===== config.mk =====
export PLATFORM = sky130hd
export DESIGN_NAME = rom_top
export DESIGN_NICKNAME = d
export VERILOG_FILES = /design/src/inc/rom_pkg.sv /design/src/inc/rom_cfg_if.sv /design/src/hdl/rom_regs.sv /design/src/hdl/rom_divsel.sv /design/src/hdl/rom_top.sv
export SDC_FILE = /design/constraint.sdc
export NUM_CORES = 1
export LEC_CHECK = 0
export BUFFER_PORTS_ARGS = -buffer_cell sky130_fd_sc_hd__buf_2
export CORE_ASPECT_RATIO = 1.25
export CORE_MARGIN = 2
export CORE_UTILIZATION = 45
export CTS_CLUSTER_DIAMETER = 40
export DETAILED_ROUTE_END_ITERATION = 8
export GPL_TIMING_DRIVEN = 1
export PLACE_DENSITY = 0.67
export SYNTH_ARGS = -nofsm -noshare
export SYNTH_HDL_FRONTEND = slang
export SYNTH_SLANG_ARGS = --single-unit

===== constraint.sdc =====
create_clock -name clk -period 2.18 [get_ports clk]
set_input_delay 0.327 -clock clk [delete_from_list [all_inputs] [get_ports clk]]
set_output_delay 0.327 -clock clk [all_outputs]
set_load 0.1 [all_outputs]

===== src/inc/rom_pkg.sv =====
// package: register map, field positions, reset values and source codes for the output mux
package rom_pkg;
  localparam logic [7:0] OFS_OVERRIDE = 8'h09;
  localparam logic [7:0] OFS_SIGDET = 8'h14;
  localparam logic [7:0] OFS_DIVSEL = 8'h18;
  localparam logic [7:0] OFS_OUTSEL = 8'h1E;
  localparam logic [7:0] OFS_RAWCTL = 8'h3F;
  localparam logic [7:0] RST_OVERRIDE = 8'h00;
  localparam logic [7:0] RST_SIGDET = 8'h00;
  localparam logic [7:0] RST_DIVSEL = 8'h00;
  localparam logic [7:0] RST_OUTSEL = 8'hE0;
  localparam logic [7:0] RST_RAWCTL = 8'h00;
  localparam int BIT_MUX_OVR = 5;
  localparam int BIT_QCLK_OVR = 4;
  localparam int BIT_DIV_OVR = 2;
  localparam int BIT_SD_FORCE_ON = 7;
  localparam int BIT_SD_FORCE_OFF = 6;
  localparam int BIT_QCLK_EN = 0;
  localparam int BIT_RAW_MODE = 7;
  localparam int SEL_LSB = 5;
  localparam int DIV_LSB = 4;
  localparam logic [2:0] DIV_MAX_CODE = 3'h4;
  typedef enum logic [2:0] {
    SRC_RAW = 3'h0,
    SRC_RETIMED = 3'h1,
    SRC_ICLK = 3'h2,
    SRC_QCLK = 3'h3,
    SRC_PRBS = 3'h4,
    SRC_TENMHZ = 3'h5,
    SRC_INVALID = 3'h6,
    SRC_MUTE = 3'h7
  } rom_src_t;
endpackage : rom_pkg


===== src/inc/rom_cfg_if.sv =====
// interface: configuration fields passed from the register file to the output logic
`timescale 1ns/10ps
interface rom_cfg_if;
  import rom_pkg::*;
  logic mux_ovr;
  logic qclk_ovr;
  logic div_ovr;
  logic [2:0] div_code;
  logic sd_force_on;
  logic sd_force_off;
  logic qclk_en;
  logic raw_mode;
  rom_src_t sel;
  modport regs (output mux_ovr, qclk_ovr, div_ovr, div_code, sd_force_on, sd_force_off,
                output qclk_en, raw_mode, sel);
  modport user (input mux_ovr, qclk_ovr, div_ovr, div_code, sd_force_on, sd_force_off,
                input qclk_en, raw_mode, sel);
endinterface : rom_cfg_if


===== src/hdl/rom_regs.sv =====
// register file: five byte registers behind the management write/read port
`timescale 1ns/10ps
module rom_regs (
  input wire logic clk,
  input wire logic resetn,
  input wire logic wr_en,
  input wire logic rd_en,
  input wire logic [7:0] addr,
  input wire logic [7:0] wdata,
  output logic [7:0] rdata,
  output logic rvalid,
  rom_cfg_if.regs cfg
);
  import rom_pkg::*;
  logic [7:0] ovr_reg, ovr_next;
  logic [7:0] sd_reg, sd_next;
  logic [7:0] div_reg, div_next;
  logic [7:0] sel_reg, sel_next;
  logic [7:0] raw_reg, raw_next;
  logic [7:0] rdata_reg, rdata_next;
  logic rvalid_reg, rvalid_next;

  // write decode and read mux; unmapped offsets read as zero
  always_comb begin
    ovr_next = ovr_reg;
    sd_next = sd_reg;
    div_next = div_reg;
    sel_next = sel_reg;
    raw_next = raw_reg;
    rdata_next = rdata_reg;
    rvalid_next = rd_en;
    if (wr_en) begin
      case (addr)
        OFS_OVERRIDE: ovr_next = wdata;
        OFS_SIGDET: sd_next = wdata;
        OFS_DIVSEL: div_next = wdata;
        OFS_OUTSEL: sel_next = wdata;
        OFS_RAWCTL: raw_next = wdata;
        default: ;
      endcase
    end
    if (rd_en) begin
      case (addr)
        OFS_OVERRIDE: rdata_next = ovr_reg;
        OFS_SIGDET: rdata_next = sd_reg;
        OFS_DIVSEL: rdata_next = div_reg;
        OFS_OUTSEL: rdata_next = sel_reg;
        OFS_RAWCTL: rdata_next = raw_reg;
        default: rdata_next = 8'h00;
      endcase
    end
  end

  // storage
  always_ff @(posedge clk or negedge resetn) begin
    if (!resetn) begin
      ovr_reg <= RST_OVERRIDE;
      sd_reg <= RST_SIGDET;
      div_reg <= RST_DIVSEL;
      sel_reg <= RST_OUTSEL;
      raw_reg <= RST_RAWCTL;
      rdata_reg <= 8'h00;
      rvalid_reg <= 1'b0;
    end else begin
      ovr_reg <= ovr_next;
      sd_reg <= sd_next;
      div_reg <= div_next;
      sel_reg <= sel_next;
      raw_reg <= raw_next;
      rdata_reg <= rdata_next;
      rvalid_reg <= rvalid_next;
    end
  end

  assign rdata = rdata_reg;
  assign rvalid = rvalid_reg;
  assign cfg.mux_ovr = ovr_reg[BIT_MUX_OVR];
  assign cfg.qclk_ovr = ovr_reg[BIT_QCLK_OVR];
  assign cfg.div_ovr = ovr_reg[BIT_DIV_OVR];
  assign cfg.div_code = div_reg[DIV_LSB +: 3];
  assign cfg.sd_force_on = sd_reg[BIT_SD_FORCE_ON];
  assign cfg.sd_force_off = sd_reg[BIT_SD_FORCE_OFF];
  assign cfg.qclk_en = sel_reg[BIT_QCLK_EN];
  assign cfg.raw_mode = raw_reg[BIT_RAW_MODE];
  assign cfg.sel = rom_src_t'(sel_reg[SEL_LSB +: 3]);
endmodule : rom_regs


===== src/hdl/rom_divsel.sv =====
// divider selection: automatic ratio or register override, as a one-hot-free log2 code
`timescale 1ns/10ps
module rom_divsel (
  input wire logic clk,
  input wire logic resetn,
  input wire logic [2:0] auto_code,
  rom_cfg_if.user cfg,
  output logic [2:0] div_log2
);
  import rom_pkg::*;
  logic [2:0] code_reg, code_next;

  // override follows the field; out-of-range codes keep the last good ratio
  always_comb begin
    code_next = code_reg;
    if (cfg.div_ovr) begin
      if (cfg.div_code <= DIV_MAX_CODE) begin
        code_next = cfg.div_code;
      end
    end else if (auto_code <= DIV_MAX_CODE) begin
      code_next = auto_code;
    end
  end

  always_ff @(posedge clk or negedge resetn) begin
    if (!resetn) begin
      code_reg <= 3'h0;
    end else begin
      code_reg <= code_next;
    end
  end

  assign div_log2 = code_reg;
endmodule : rom_divsel


===== src/hdl/rom_top.sv =====
// top: per-channel output source selection, signal detect force and divider override
//
// Contract
// - default: mute unless locked, then retimed
// - select codes 7 mute down to 0 raw
// - quadrature clock needs both enable bits
// - raw output under override needs raw bit; unlocked select picks raw freely
// - select acts when present but unlocked
// - override: select field picks output, illegal picks mute
// - raw bit stops fast coarse re-search
// - no signal, no force: channel powered down
// - force on: detect active without input
// - both bits clear: own detection rules
// - PRBS free-runs unless locked, then synced
// - 10 MHz clock always selectable under override
// - locked: clocks and PRBS track input
// - automatic divider ratio 1 to 16
// - divider override follows field 0 to 4
// - code 0 divide-by-1, up to 16
`timescale 1ns/10ps
module rom_top (
  input wire logic clk,
  input wire logic resetn,
  input wire logic wr_en,
  input wire logic rd_en,
  input wire logic [7:0] addr,
  input wire logic [7:0] wdata,
  output logic [7:0] rdata,
  output logic rvalid,
  input wire logic sig_present,
  input wire logic cdr_locked,
  input wire logic [2:0] auto_div_code,
  output logic [2:0] out_src,
  output logic out_enable,
  output logic chan_powered,
  output logic prbs_sync_to_input,
  output logic coarse_research_en,
  output logic [4:0] div_ratio
);
  import rom_pkg::*;

  rom_cfg_if cfg ();
  logic [7:0] rdata_w;
  logic rvalid_w;
  logic [2:0] div_log2;
  logic sig_det;
  rom_src_t src_next;
  logic [2:0] src_reg;
  logic en_reg, en_next;
  logic pwr_reg, pwr_next;
  logic sync_reg, sync_next;
  logic research_reg, research_next;
  logic [4:0] ratio_reg, ratio_next;
  logic [7:0] rdata_reg;
  logic rvalid_reg;

  rom_regs u_regs (
    .clk(clk),
    .resetn(resetn),
    .wr_en(wr_en),
    .rd_en(rd_en),
    .addr(addr),
    .wdata(wdata),
    .rdata(rdata_w),
    .rvalid(rvalid_w),
    .cfg(cfg)
  );

  rom_divsel u_div (
    .clk(clk),
    .resetn(resetn),
    .auto_code(auto_div_code),
    .cfg(cfg),
    .div_log2(div_log2)
  );

  // filter a requested source against its enable conditions; bad picks fall to mute
  function automatic rom_src_t legal_src(input rom_src_t req, input logic mux_ovr,
                                         input logic qclk_ok, input logic raw_ok);
    case (req)
      SRC_QCLK: legal_src = qclk_ok ? SRC_QCLK : SRC_MUTE;
      SRC_RAW: legal_src = (raw_ok || !mux_ovr) ? SRC_RAW : SRC_MUTE;
      SRC_TENMHZ: legal_src = SRC_TENMHZ;
      SRC_INVALID: legal_src = SRC_MUTE;
      default: legal_src = req;
    endcase
  endfunction : legal_src

  // signal detect: forced on only with pattern 10, otherwise the detector decides
  always_comb begin
    if (cfg.sd_force_on && !cfg.sd_force_off) begin
      sig_det = 1'b1;
    end else begin
      sig_det = sig_present;
    end
  end

  // output mux priority: override, then no-detect mute, then lock state, then unlocked select
  always_comb begin
    src_next = SRC_MUTE;
    pwr_next = sig_det;
    if (cfg.mux_ovr) begin
      src_next = legal_src(cfg.sel, 1'b1, cfg.qclk_ovr && cfg.qclk_en,
                           cfg.raw_mode);
    end else if (!sig_det) begin
      src_next = SRC_MUTE;
    end else if (cdr_locked) begin
      src_next = SRC_RETIMED;
    end else begin
      src_next = legal_src(cfg.sel, 1'b0, cfg.qclk_ovr && cfg.qclk_en, 1'b1);
    end
    // driver is unpowered without detect, so any pick other than mute is moot
    en_next = pwr_next && (src_next != SRC_MUTE);
    // prbs and vco clocks follow the input only while locked to it
    sync_next = sig_det && cdr_locked;
    // raw mode holds the coarse tuning still so the output is not dropped
    research_next = !cfg.raw_mode;
    ratio_next = 5'(5'h01 << div_log2);
  end

  always_ff @(posedge clk or negedge resetn) begin
    if (!resetn) begin
      src_reg <= SRC_MUTE;
      en_reg <= 1'b0;
      pwr_reg <= 1'b0;
      sync_reg <= 1'b0;
      research_reg <= 1'b1;
      ratio_reg <= 5'h01;
      rdata_reg <= 8'h00;
      rvalid_reg <= 1'b0;
    end else begin
      src_reg <= src_next;
      en_reg <= en_next;
      pwr_reg <= pwr_next;
      sync_reg <= sync_next;
      research_reg <= research_next;
      ratio_reg <= ratio_next;
      rdata_reg <= rdata_w;
      rvalid_reg <= rvalid_w;
    end
  end

  assign out_src = src_reg;
  assign out_enable = en_reg;
  assign chan_powered = pwr_reg;
  assign prbs_sync_to_input = sync_reg;
  assign coarse_research_en = research_reg;
  assign div_ratio = ratio_reg;
  assign rdata = rdata_reg;
  assign rvalid = rvalid_reg;
endmodule : rom_top


# After elaboration in Yosys (flattened, before gate mapping)
# Cells that the tools add are included.
dict set report totals {
  reg_bits 73
  output_inout_bits 21
  word_cells 55
}
dict set report op_classes {
  n_lt_le_gt_ge 2
  n_eq_ne 10
  n_shift 1
  muxes 12
  reduce_logical 14
}
# cell count
set op_table {}
lappend op_table {{one-hot mux 8 bit (5 select lines)} 1}
lappend op_table {{equality test 8 x 5 -> 1 bit, second input constant} 3}
lappend op_table {{2-to-1 mux 3 bit} 8}
lappend op_table {{one-hot mux 3 bit (4 select lines)} 2}
lappend op_table {{AND reduction 2 bit} 6}
lappend op_table {{equality test 8 x 4 -> 1 bit, second input constant} 1}
lappend op_table {{equality test 8 x 6 -> 1 bit, second input constant} 1}
lappend op_table {{equality test 3 bit, second input constant} 2}
lappend op_table {{<= comparator 3 bit, second input constant} 2}
lappend op_table {{<< shifter 1 x 3 -> 5 bit, first input constant} 1}
lappend op_table {{logical AND 1 bit} 4}
lappend op_table {{equality test 3 x 2 -> 1 bit, second input constant} 1}
lappend op_table {{logical NOT 3 bit} 1}
lappend op_table {{!= test 3 bit, second input constant} 1}
lappend op_table {{logical NOT 1 bit} 2}
lappend op_table {{!= test 2 x 1 -> 1 bit, second input constant} 1}
lappend op_table {{nonzero test 2 bit} 1}
lappend op_table {{2-to-1 mux 1 bit} 1}

# Logic depth before layout (Yosys ltp)
# Gate-level depths: netlist of the first run.
dict set report logic_depth {
  ltp_word 8
  mapped_depth 6
  mapped_depth_nobuf 5
}

# Hierarchy
# Synthesis of the first run repeated with hierarchy kept, for this count alone.
dict set report unflattened {
  hier_cells 227
  area_unflattened_um2 3130.5
}
# module n_inst cells_per_inst area_each_um2 seq_area_each_um2
set modules_own_cells {}
lappend modules_own_cells {rom_regs 1 166 2258.4 1229.9}
lappend modules_own_cells {rom_top 1 47 688.2 531.8}
lappend modules_own_cells {rom_divsel 1 14 183.9 75.1}

# Worst setup path after synthesis of the first run
# Ideal clock, no wire load.
dict set report synth_timing {
  path_kind {input to register}
  start {input addr[2]}
  end {register u_regs.ovr_reg[0]}
  setup_time_ns 0.125
  arrival_time_ns 1.561
  t_required_ns 2.055
  path_slack_ns 0.494
  stages 6
  n_path_buf 1
  cell_sequence {and2b_4 -> nand3_4 -> nor3b_4 -> and2_4 -> buf_12 -> mux2_4}
}
dict set report synth_between {
  elab_chain_cells 2
}
# item line
set synth_rtl {}
lappend synth_rtl {{start, declared} rom_top.sv:26} ;# input wire logic [7:0] addr,
lappend synth_rtl {{equality test 8 x 4 -> 1 bit} rom_regs.sv:33} ;# case (addr)
lappend synth_rtl {{AND reduction 2 bit (no line)} n/a}
lappend synth_rtl {{end signal, assigned} rom_regs.sv:65} ;# ovr_reg <= ovr_next;
lappend synth_rtl {{end, declared} rom_regs.sv:15} ;# logic [7:0] ovr_reg, ovr_next;
# No other way between the ends.
# A chain may end at the register's enable or synchronous reset.

# Final worst setup path of the first run
dict set report layout_timing {
  start {register src_reg[0] (netlist: out_src[0])}
  end {output out_src[0]}
}
# item line
set layout_rtl {}
lappend layout_rtl {{start, declared} rom_top.sv:48} ;# logic [2:0] src_reg;
lappend layout_rtl {{start signal, assigned} rom_top.sv:132} ;# src_reg <= src_next;
lappend layout_rtl {{end, declared} rom_top.sv:33} ;# output logic [2:0] out_src,
# No word-level cell between the ends.

==> results by group, run 1 <==
Timing
  • Worst slew pin tran: between 700 and 800 ps
  • Setup-failing EPs final: 0
  • Final worst-path cycle share: between 70% and 80%
  • Fmax: roughly 620 MHz
  • Aggregate negative setup slack: 0 ps
  • Rel. slew slack: around half
  • Slew Limit Fails: 0
  • RSZ-0062 raised after global routing: false
  • Clock Skew: 7.80 ps
  • Final hold violation count: 0
  • Minimum clock period: 1600 ps

Outcome
  • Status: finished, final reports clean

Die
  • Initial cell density of the core: 46.8%
  • Total die area: roughly 7600 um2
  • Core Area: roughly 6600 um2
  • IO Count: 46
  • Die width: just under 80 um
  • Row cnt: 33
  • Die Ht: about 97 um

Finish
  • Most frequent cells in the layout: 65 x dfrtp_1, 45 x buf_2, 24 x mux2_2
  • Final core occ: a little under three fifths
  • Layout cells sized above 1: between 30 and 40%
  • # nets final: 317
  • Synth-to-Final Area Change: 18.5%
  • Diode count: 0
  • Most common cell after layout, fill and taps aside: dfrtp_1

Logic synthesis
  • Synth async-reset ratio: 100%
  • Synth Cell Area: 3110 um2
  • Share of the yosys chip area belonging to registers: 59.0%
  • Cell count after synthesis: 239
  • Area contributors post-synth: dfrtp_1 52%, mux2_2 8.7%, dfstp_2 6.8%
  • Mapped Nets: about 260
  • Primary FF master, synth: dfrtp_1
  • Cell variety after synth: 46
  • Post-synth EDFFs: 0
  • Cell taking the most area after synthesis: dfrtp_1
  • Avg Inst Size Synth: between 10 and 15 um2
  • Synthesis warning total: 0
  • Synth top area share: a little over half
  • Yosys reg bits: 73

Power
  • Seq pwr share: 48.2%
  • Peak VDD IR: 0.473 mV
  • Clock power share: a little under two fifths
  • Pwr/cell area: about 830 nW/um2
  • Comb power frac: a little over an eighth
  • Switching part of the total power: 27.8%
  • P_int: approximately 2.2 mW
  • Leakage: 1.69 nW
  • Sw Pwr: about 0.86 mW

Global routing
  • Largest net degree at the start of global routing: 32
  • First-pass GRT wire length: 10800 um
  • Initial antenna violation count: 0
  • Vias in the first global route: 2146
  • Total routing usage reported by global routing: between 10% and 20%
  • Total gr overflow: 0

Critical path
  • Crit-path cells: buf_2
  • Crit end category: output pin
  • Startpoint types: flop
  • CP max stage cell: dfstp_2
  • Worst EP arrival: 1270 ps
  • Worst-path fanout max: 1
  • Delay of the slowest critical-path stage: approximately 520 ps
  • CP Buf/Inv Count: 1
  • Crit path kind: flop to output pin
  • Required time worst endpoint: between 1500 and 2000 ps
  • Delay-heaviest family, CP: flip-flops

Drt
  • First DRT Iteration DRCs: 157
  • Antenna-violating nets left: 0
  • DRT Pass-1 Iters: 4
  • WL/cell: 16.5 um
  • Post-route DRC violation count: 0
  • Vias: about 2100
  • Vias per std cell: between 5 and 6
  • Final wirelength: between 6000 and 7000 um

Place
  • Placer Congestion: 0.913
  • DP Wirelength: 4670 um
  • Input/output buffers: between 40 and 50

Clock tree
  • Clk slew on worst S/H paths: around 80 ps
  • Htree depth: 3
  • Setup bufs post-CTS: 0
  • Hold buffer count at CTS: 0
  • Resize count post-CTS: 0
  • Num CTS Buffers: 9
  • Root Driver: clkbuf_8
  • Clk sinks: 73
  • CTS max path bufs: 2
  • Clock latency reported for the late side of the worst-skew pair: 340 ps
  • CTS tree: yes

Min path
  • Hold Path Class: input port to async pin

Job
  • Number of max-cap violations: 0
[per-stage QoR]
stage	total power, mW	setup WS, ps	cells	area [um2]	hold slack, ps
final	3.08	579	384	3690	51.5
after global routing	3.20	466	384	3690	99.5
after CTS	3.10	556	384	3690	67.5
after detailed placement	1.92	284	368	3460	335
after global placement	1.91	338	368	3460	332
after floorplan	1.79	494	239	3110	31.4
[cell type report]
class	instances	area, um2
fillers	563	2960
flip-flops and latches	73	1840
multi-input cells	154	1210
repair buffers	49	280
clock buffers	10	138
well taps	87	109
clock inverters	6	90.1
inverters	5	18.8
[cell usage after synthesis (all sizes together) (3+ instances only)]
cell    count
and2        4
a31oi       3
inv         5
dfrtp      65
nor3b       3
nor2       24
o21ai       7
a21oi      16
mux2i       3
o22ai       4
dfstp       8
nand2      10
a22oi      15
clkbuf      5
mux2       40
[routing by layer]
metal  track usage [%]  share of wire, %  up-vias
met1              25.2                45     1029
li1                  -                 -      975
met2              28.9                48       60
met3              2.89               4.3       13
met5                 0                 0        -
met4              9.18               2.2        0
[power groups by stage]
stage | combinational [mW] | clock [mW] | sequential, mW
2_1_floorplan | 0.114 | 0 | 1.68
3_3_place_gp | 0.409 | 0 | 1.51
3_5_place_dp | 0.417 | 0 | 1.51
4_1_cts | 0.417 | 1.20 | 1.48
5_1_grt | 0.442 | 1.26 | 1.49
6_report | 0.413 | 1.18 | 1.48
[cell families after synthesis]
kind of cell | Yosys count | share of synthesized area [%]
flip-flops | 73 | 59.0
buffers and inverters | 12 | 1.97
AND/OR/NAND/NOR | 57 | 11.4
AO/OA/AOI/OAI | 54 | 11.2
multiplexers | 43 | 16.4
[final timing paths]
check                                              startpoint                            end  slack (ps)  cells after the start
max in group asynchronous                              resetn  u_regs.sel_reg[6]$_DFFE_PN1P_        1480                      2
min in group clk                                  sig_present         chan_powered$_DFF_PN0_         240                      3
worst max register to register  u_regs.raw_reg[7]$_DFFE_PN0P_           out_enable$_DFF_PN0_         590                      4
worst min register to register        u_regs.rvalid$_DFF_PN0_               rvalid$_DFF_PN0_         350                      0
worst max-delay path                     out_src[0]$_DFF_PN1_                     out_src[0]         580                      1
worst min-delay path                                   resetn  u_regs.div_reg[6]$_DFFE_PN0P_          50                      1
Note: power is estimated with default switching activity, not from simulation.
==> inputs of run 2 (changes only) <==
==> constraint.sdc (replaced) <==
create_clock -name clk -period 1.6 [get_ports clk]
set_input_delay 0.24 -clock clk [delete_from_list [all_inputs] [get_ports clk]]
set_output_delay 0.24 -clock clk [all_outputs]
set_load 0.1 [all_outputs]
==> run 2 against run 1 <==
Final cell count is 4.4% higher. Utilization is 1.4 points higher. Die area stayed put. Combinational power is 39% higher. Critical path depth is 3 higher. First-iteration DRC count is 25% lower. Clock-buffer cell count stayed put. Clock skew is 1.7 ps lower. Final area is 2.5% higher. Global-route usage is 0.24 points lower.
==> results by group, run 2 (synthesis results as in run 1) <==
Outcome
  • Status: finished, final reports clean

Global routing
  • Met3 Track Usage GR: 4.10% (+1.2 points)
  • GR peak layer: met2
  • Vias in the first global route: 2040 (-4.9%)
  • Initial antenna violation count: 0 (unchanged)
  • Largest net degree at the start of global routing: 74 (+130%)
  • Total routing usage reported by global routing: 18.3% (-0.24 points)
  • M2 GR Usage: 28.7% (-0.20 points)
  • First-pass GRT wire length: 10400 um (-3.4%)
  • Total gr overflow: 0 (unchanged)
  • M1 GR Usage: 23.9% (-1.3 points)

Clock tree
  • Clk sinks: 73 (unchanged)
  • CTS max path bufs: 2 (unchanged)
  • Num CTS Buffers: 9 (unchanged)
  • Htree depth: 3 (unchanged)
  • Clock latency reported for the late side of the worst-skew pair: 350 ps (about the same)
  • Clk slew on worst S/H paths: 80 ps (about the same)
  • Root Driver: clkbuf_8
  • CTS tree: yes

Die
  • Die Ht: 97.0 um (unchanged)
  • Total die area: 7600 um2 (unchanged)
  • Initial cell density of the core: 46.8% (unchanged)
  • Die width: 78.4 um (unchanged)
  • IO Count: 46 (unchanged)
  • Core Area: 6650 um2 (unchanged)
  • Row cnt: 33 (unchanged)

Critical path
  • Worst-path fanout max: 6 (+5)
  • Flop-to-flop setup slack: 60 ps (-530 ps)
  • Worst EP arrival: 1770 ps (+500 ps)
  • Required time worst endpoint: 1830 ps (-20 ps)
  • Reg2Reg Depth: 4 (unchanged)
  • Critical Path Start: u_regs.sel_reg[7]$_DFFE_PN1P_
  • Reg-to-reg endpoint: out_enable$_DFF_PN0_
  • Worst Setup EP: out_enable$_DFF_PN0_
  • Crit end category: flop
  • Worst r2r src: u_regs.sel_reg[7]$_DFFE_PN1P_
  • Crit path kind: flop to flop
  • Startpoint types: flop

Place
  • Placer Congestion: 0.870 (-4.7%)
  • DP Worst Slack: -121 ps (-405 ps)
  • Placed cells: 384 (+4.3%)
  • DP Wirelength: 4510 um (-3.3%)
  • Input/output buffers: 45 (unchanged)

Finish
  • Most common cell after layout, fill and taps aside: dfrtp_1
  • Multi-input gate area: 1220 um2 (+0.52%)
  • Synth-to-Final Area Change: 21.4%
  • Diode count: 0 (unchanged)
  • Sequential Area: 1840 um2 (unchanged)
  • Most frequent cells in the layout: 65 x dfrtp_1, 45 x buf_2, 24 x mux2_2
  • Layout cells sized above 1: 42.7% (+2.9 points)
  • # nets final: 334 (+5.4%)
  • Fillers: 555 (-1.4%)
  • Non-Filler Instances: 401 (+4.4%)
  • Final core occ: 56.8% (+1.4 points)

Job
  • Number of max-cap violations: 0 (unchanged)

Drt
  • Post-route DRC violation count: 0 (unchanged)
  • Vias per std cell: 5.24 (-3.1%)
  • First DRT Iteration DRCs: 118 (-25%)
  • Vias: 2102 (+1.2%)
  • Final wirelength: 6230 um (-1.7%)
  • WL/cell: 15.5 um (-5.9%)
  • Antenna-violating nets left: 0 (unchanged)
  • DRT Pass-1 Iters: 4 (unchanged)

Timing
  • Final worst-path cycle share: between 90% and 100%
  • Rel. slew slack: 67.9% (+17 points)
  • Aggregate negative setup slack: 0 ps (unchanged)
  • Minimum clock period: roughly 1500 ps
  • Worst slew pin tran: 486 ps (-248 ps)
  • Fmax: roughly 650 MHz
  • Setup-failing EPs final: 0 (unchanged)
  • Final hold violation count: 0 (unchanged)
  • RSZ-0062 raised after global routing: false
  • Slew Limit Fails: 0 (unchanged)
  • Worst setup margin: 59.7 ps (-519 ps)
  • Clock Skew: 6.15 ps (-1.66 ps)
  • Hold Slack: 160 ps (+109 ps)

Min path
  • Critical hold path startpoint: rd_en
  • Hold Path Class: input port to flop

Power
  • Leakage: 1.75 nW (+3.4%)
  • Peak VDD IR: 0.511 mV (+8.0%)
  • Pwr/cell area: 1060 nW/um2 (+28%)
## run 2: routing by layer
| metal | vias to the layer above | routed length [um] |
|---|---|---|
| met4 | 0 | 168 |
| met1 | 1022 | 2760 |
| li1 | 1014 | - |
| met3 | 13 | 282 |
| met2 | 53 | 3020 |
| met5 | - | 0 |
## run 2: how the worst min path moves through the flow
stage / slack, ps / end / cells past startpoint
2_1_floorplan: -60 / chan_powered$_DFF_PN0_ / 0
3_3_place_gp: 300 / u_regs.div_reg[2]$_DFFE_PN0P_ / 2
3_5_place_dp: 300 / u_regs.raw_reg[0]$_DFFE_PN0P_ / 2
4_1_cts: 150 / u_regs.rvalid$_DFF_PN0_ / 1
5_1_grt: 160 / u_regs.rvalid$_DFF_PN0_ / 1
6_report: 160 / u_regs.rvalid$_DFF_PN0_ / 1
## run 2: stage by stage
stage / cell area [um2] / power, mW
after floorplan: 3110 / 2.44
after detailed placement: 3570 / 2.63
after global routing: 3780 / 4.19
final: 3780 / 4.02
after global placement: 3570 / 2.62
after CTS: 3770 / 4.07
## run 2: power breakdown
part / total [mW] / leakage [nW] / internal, mW / switching, mW
clock: 1.43 / 0.0929 / 0.725 / 0.703
sequential: 2.02 / 0.943 / 1.96 / 0.0624
combinational: 0.575 / 0.714 / 0.157 / 0.418
total: 4.02 / 1.75 / 2.84 / 1.18
## run 2: worst max-delay path, stage by stage (launching register included)
cell       delay, ps
dfstp_2          400
or3_1            390
o21ai_0          320
a2bb2oi_2        210
a31oi_1          100
## run 2: cell type report
type / count / area share [%]
clock buffers: 10 / 3.38
clock inverters: 6 / 1.79
inverters: 5 / 0.497
multi-input cells: 154 / 32.3
flip-flops and latches: 73 / 48.6
well taps: 87 / 2.88
repair buffers: 66 / 10.5
## run 2: repair_timing
item	in CTS	in global routing
resized for setup	0	1
hold buffers	1	0
setup endpoints to repair	0	1
setup buffers	0	0
hold endpoints to repair	65	0
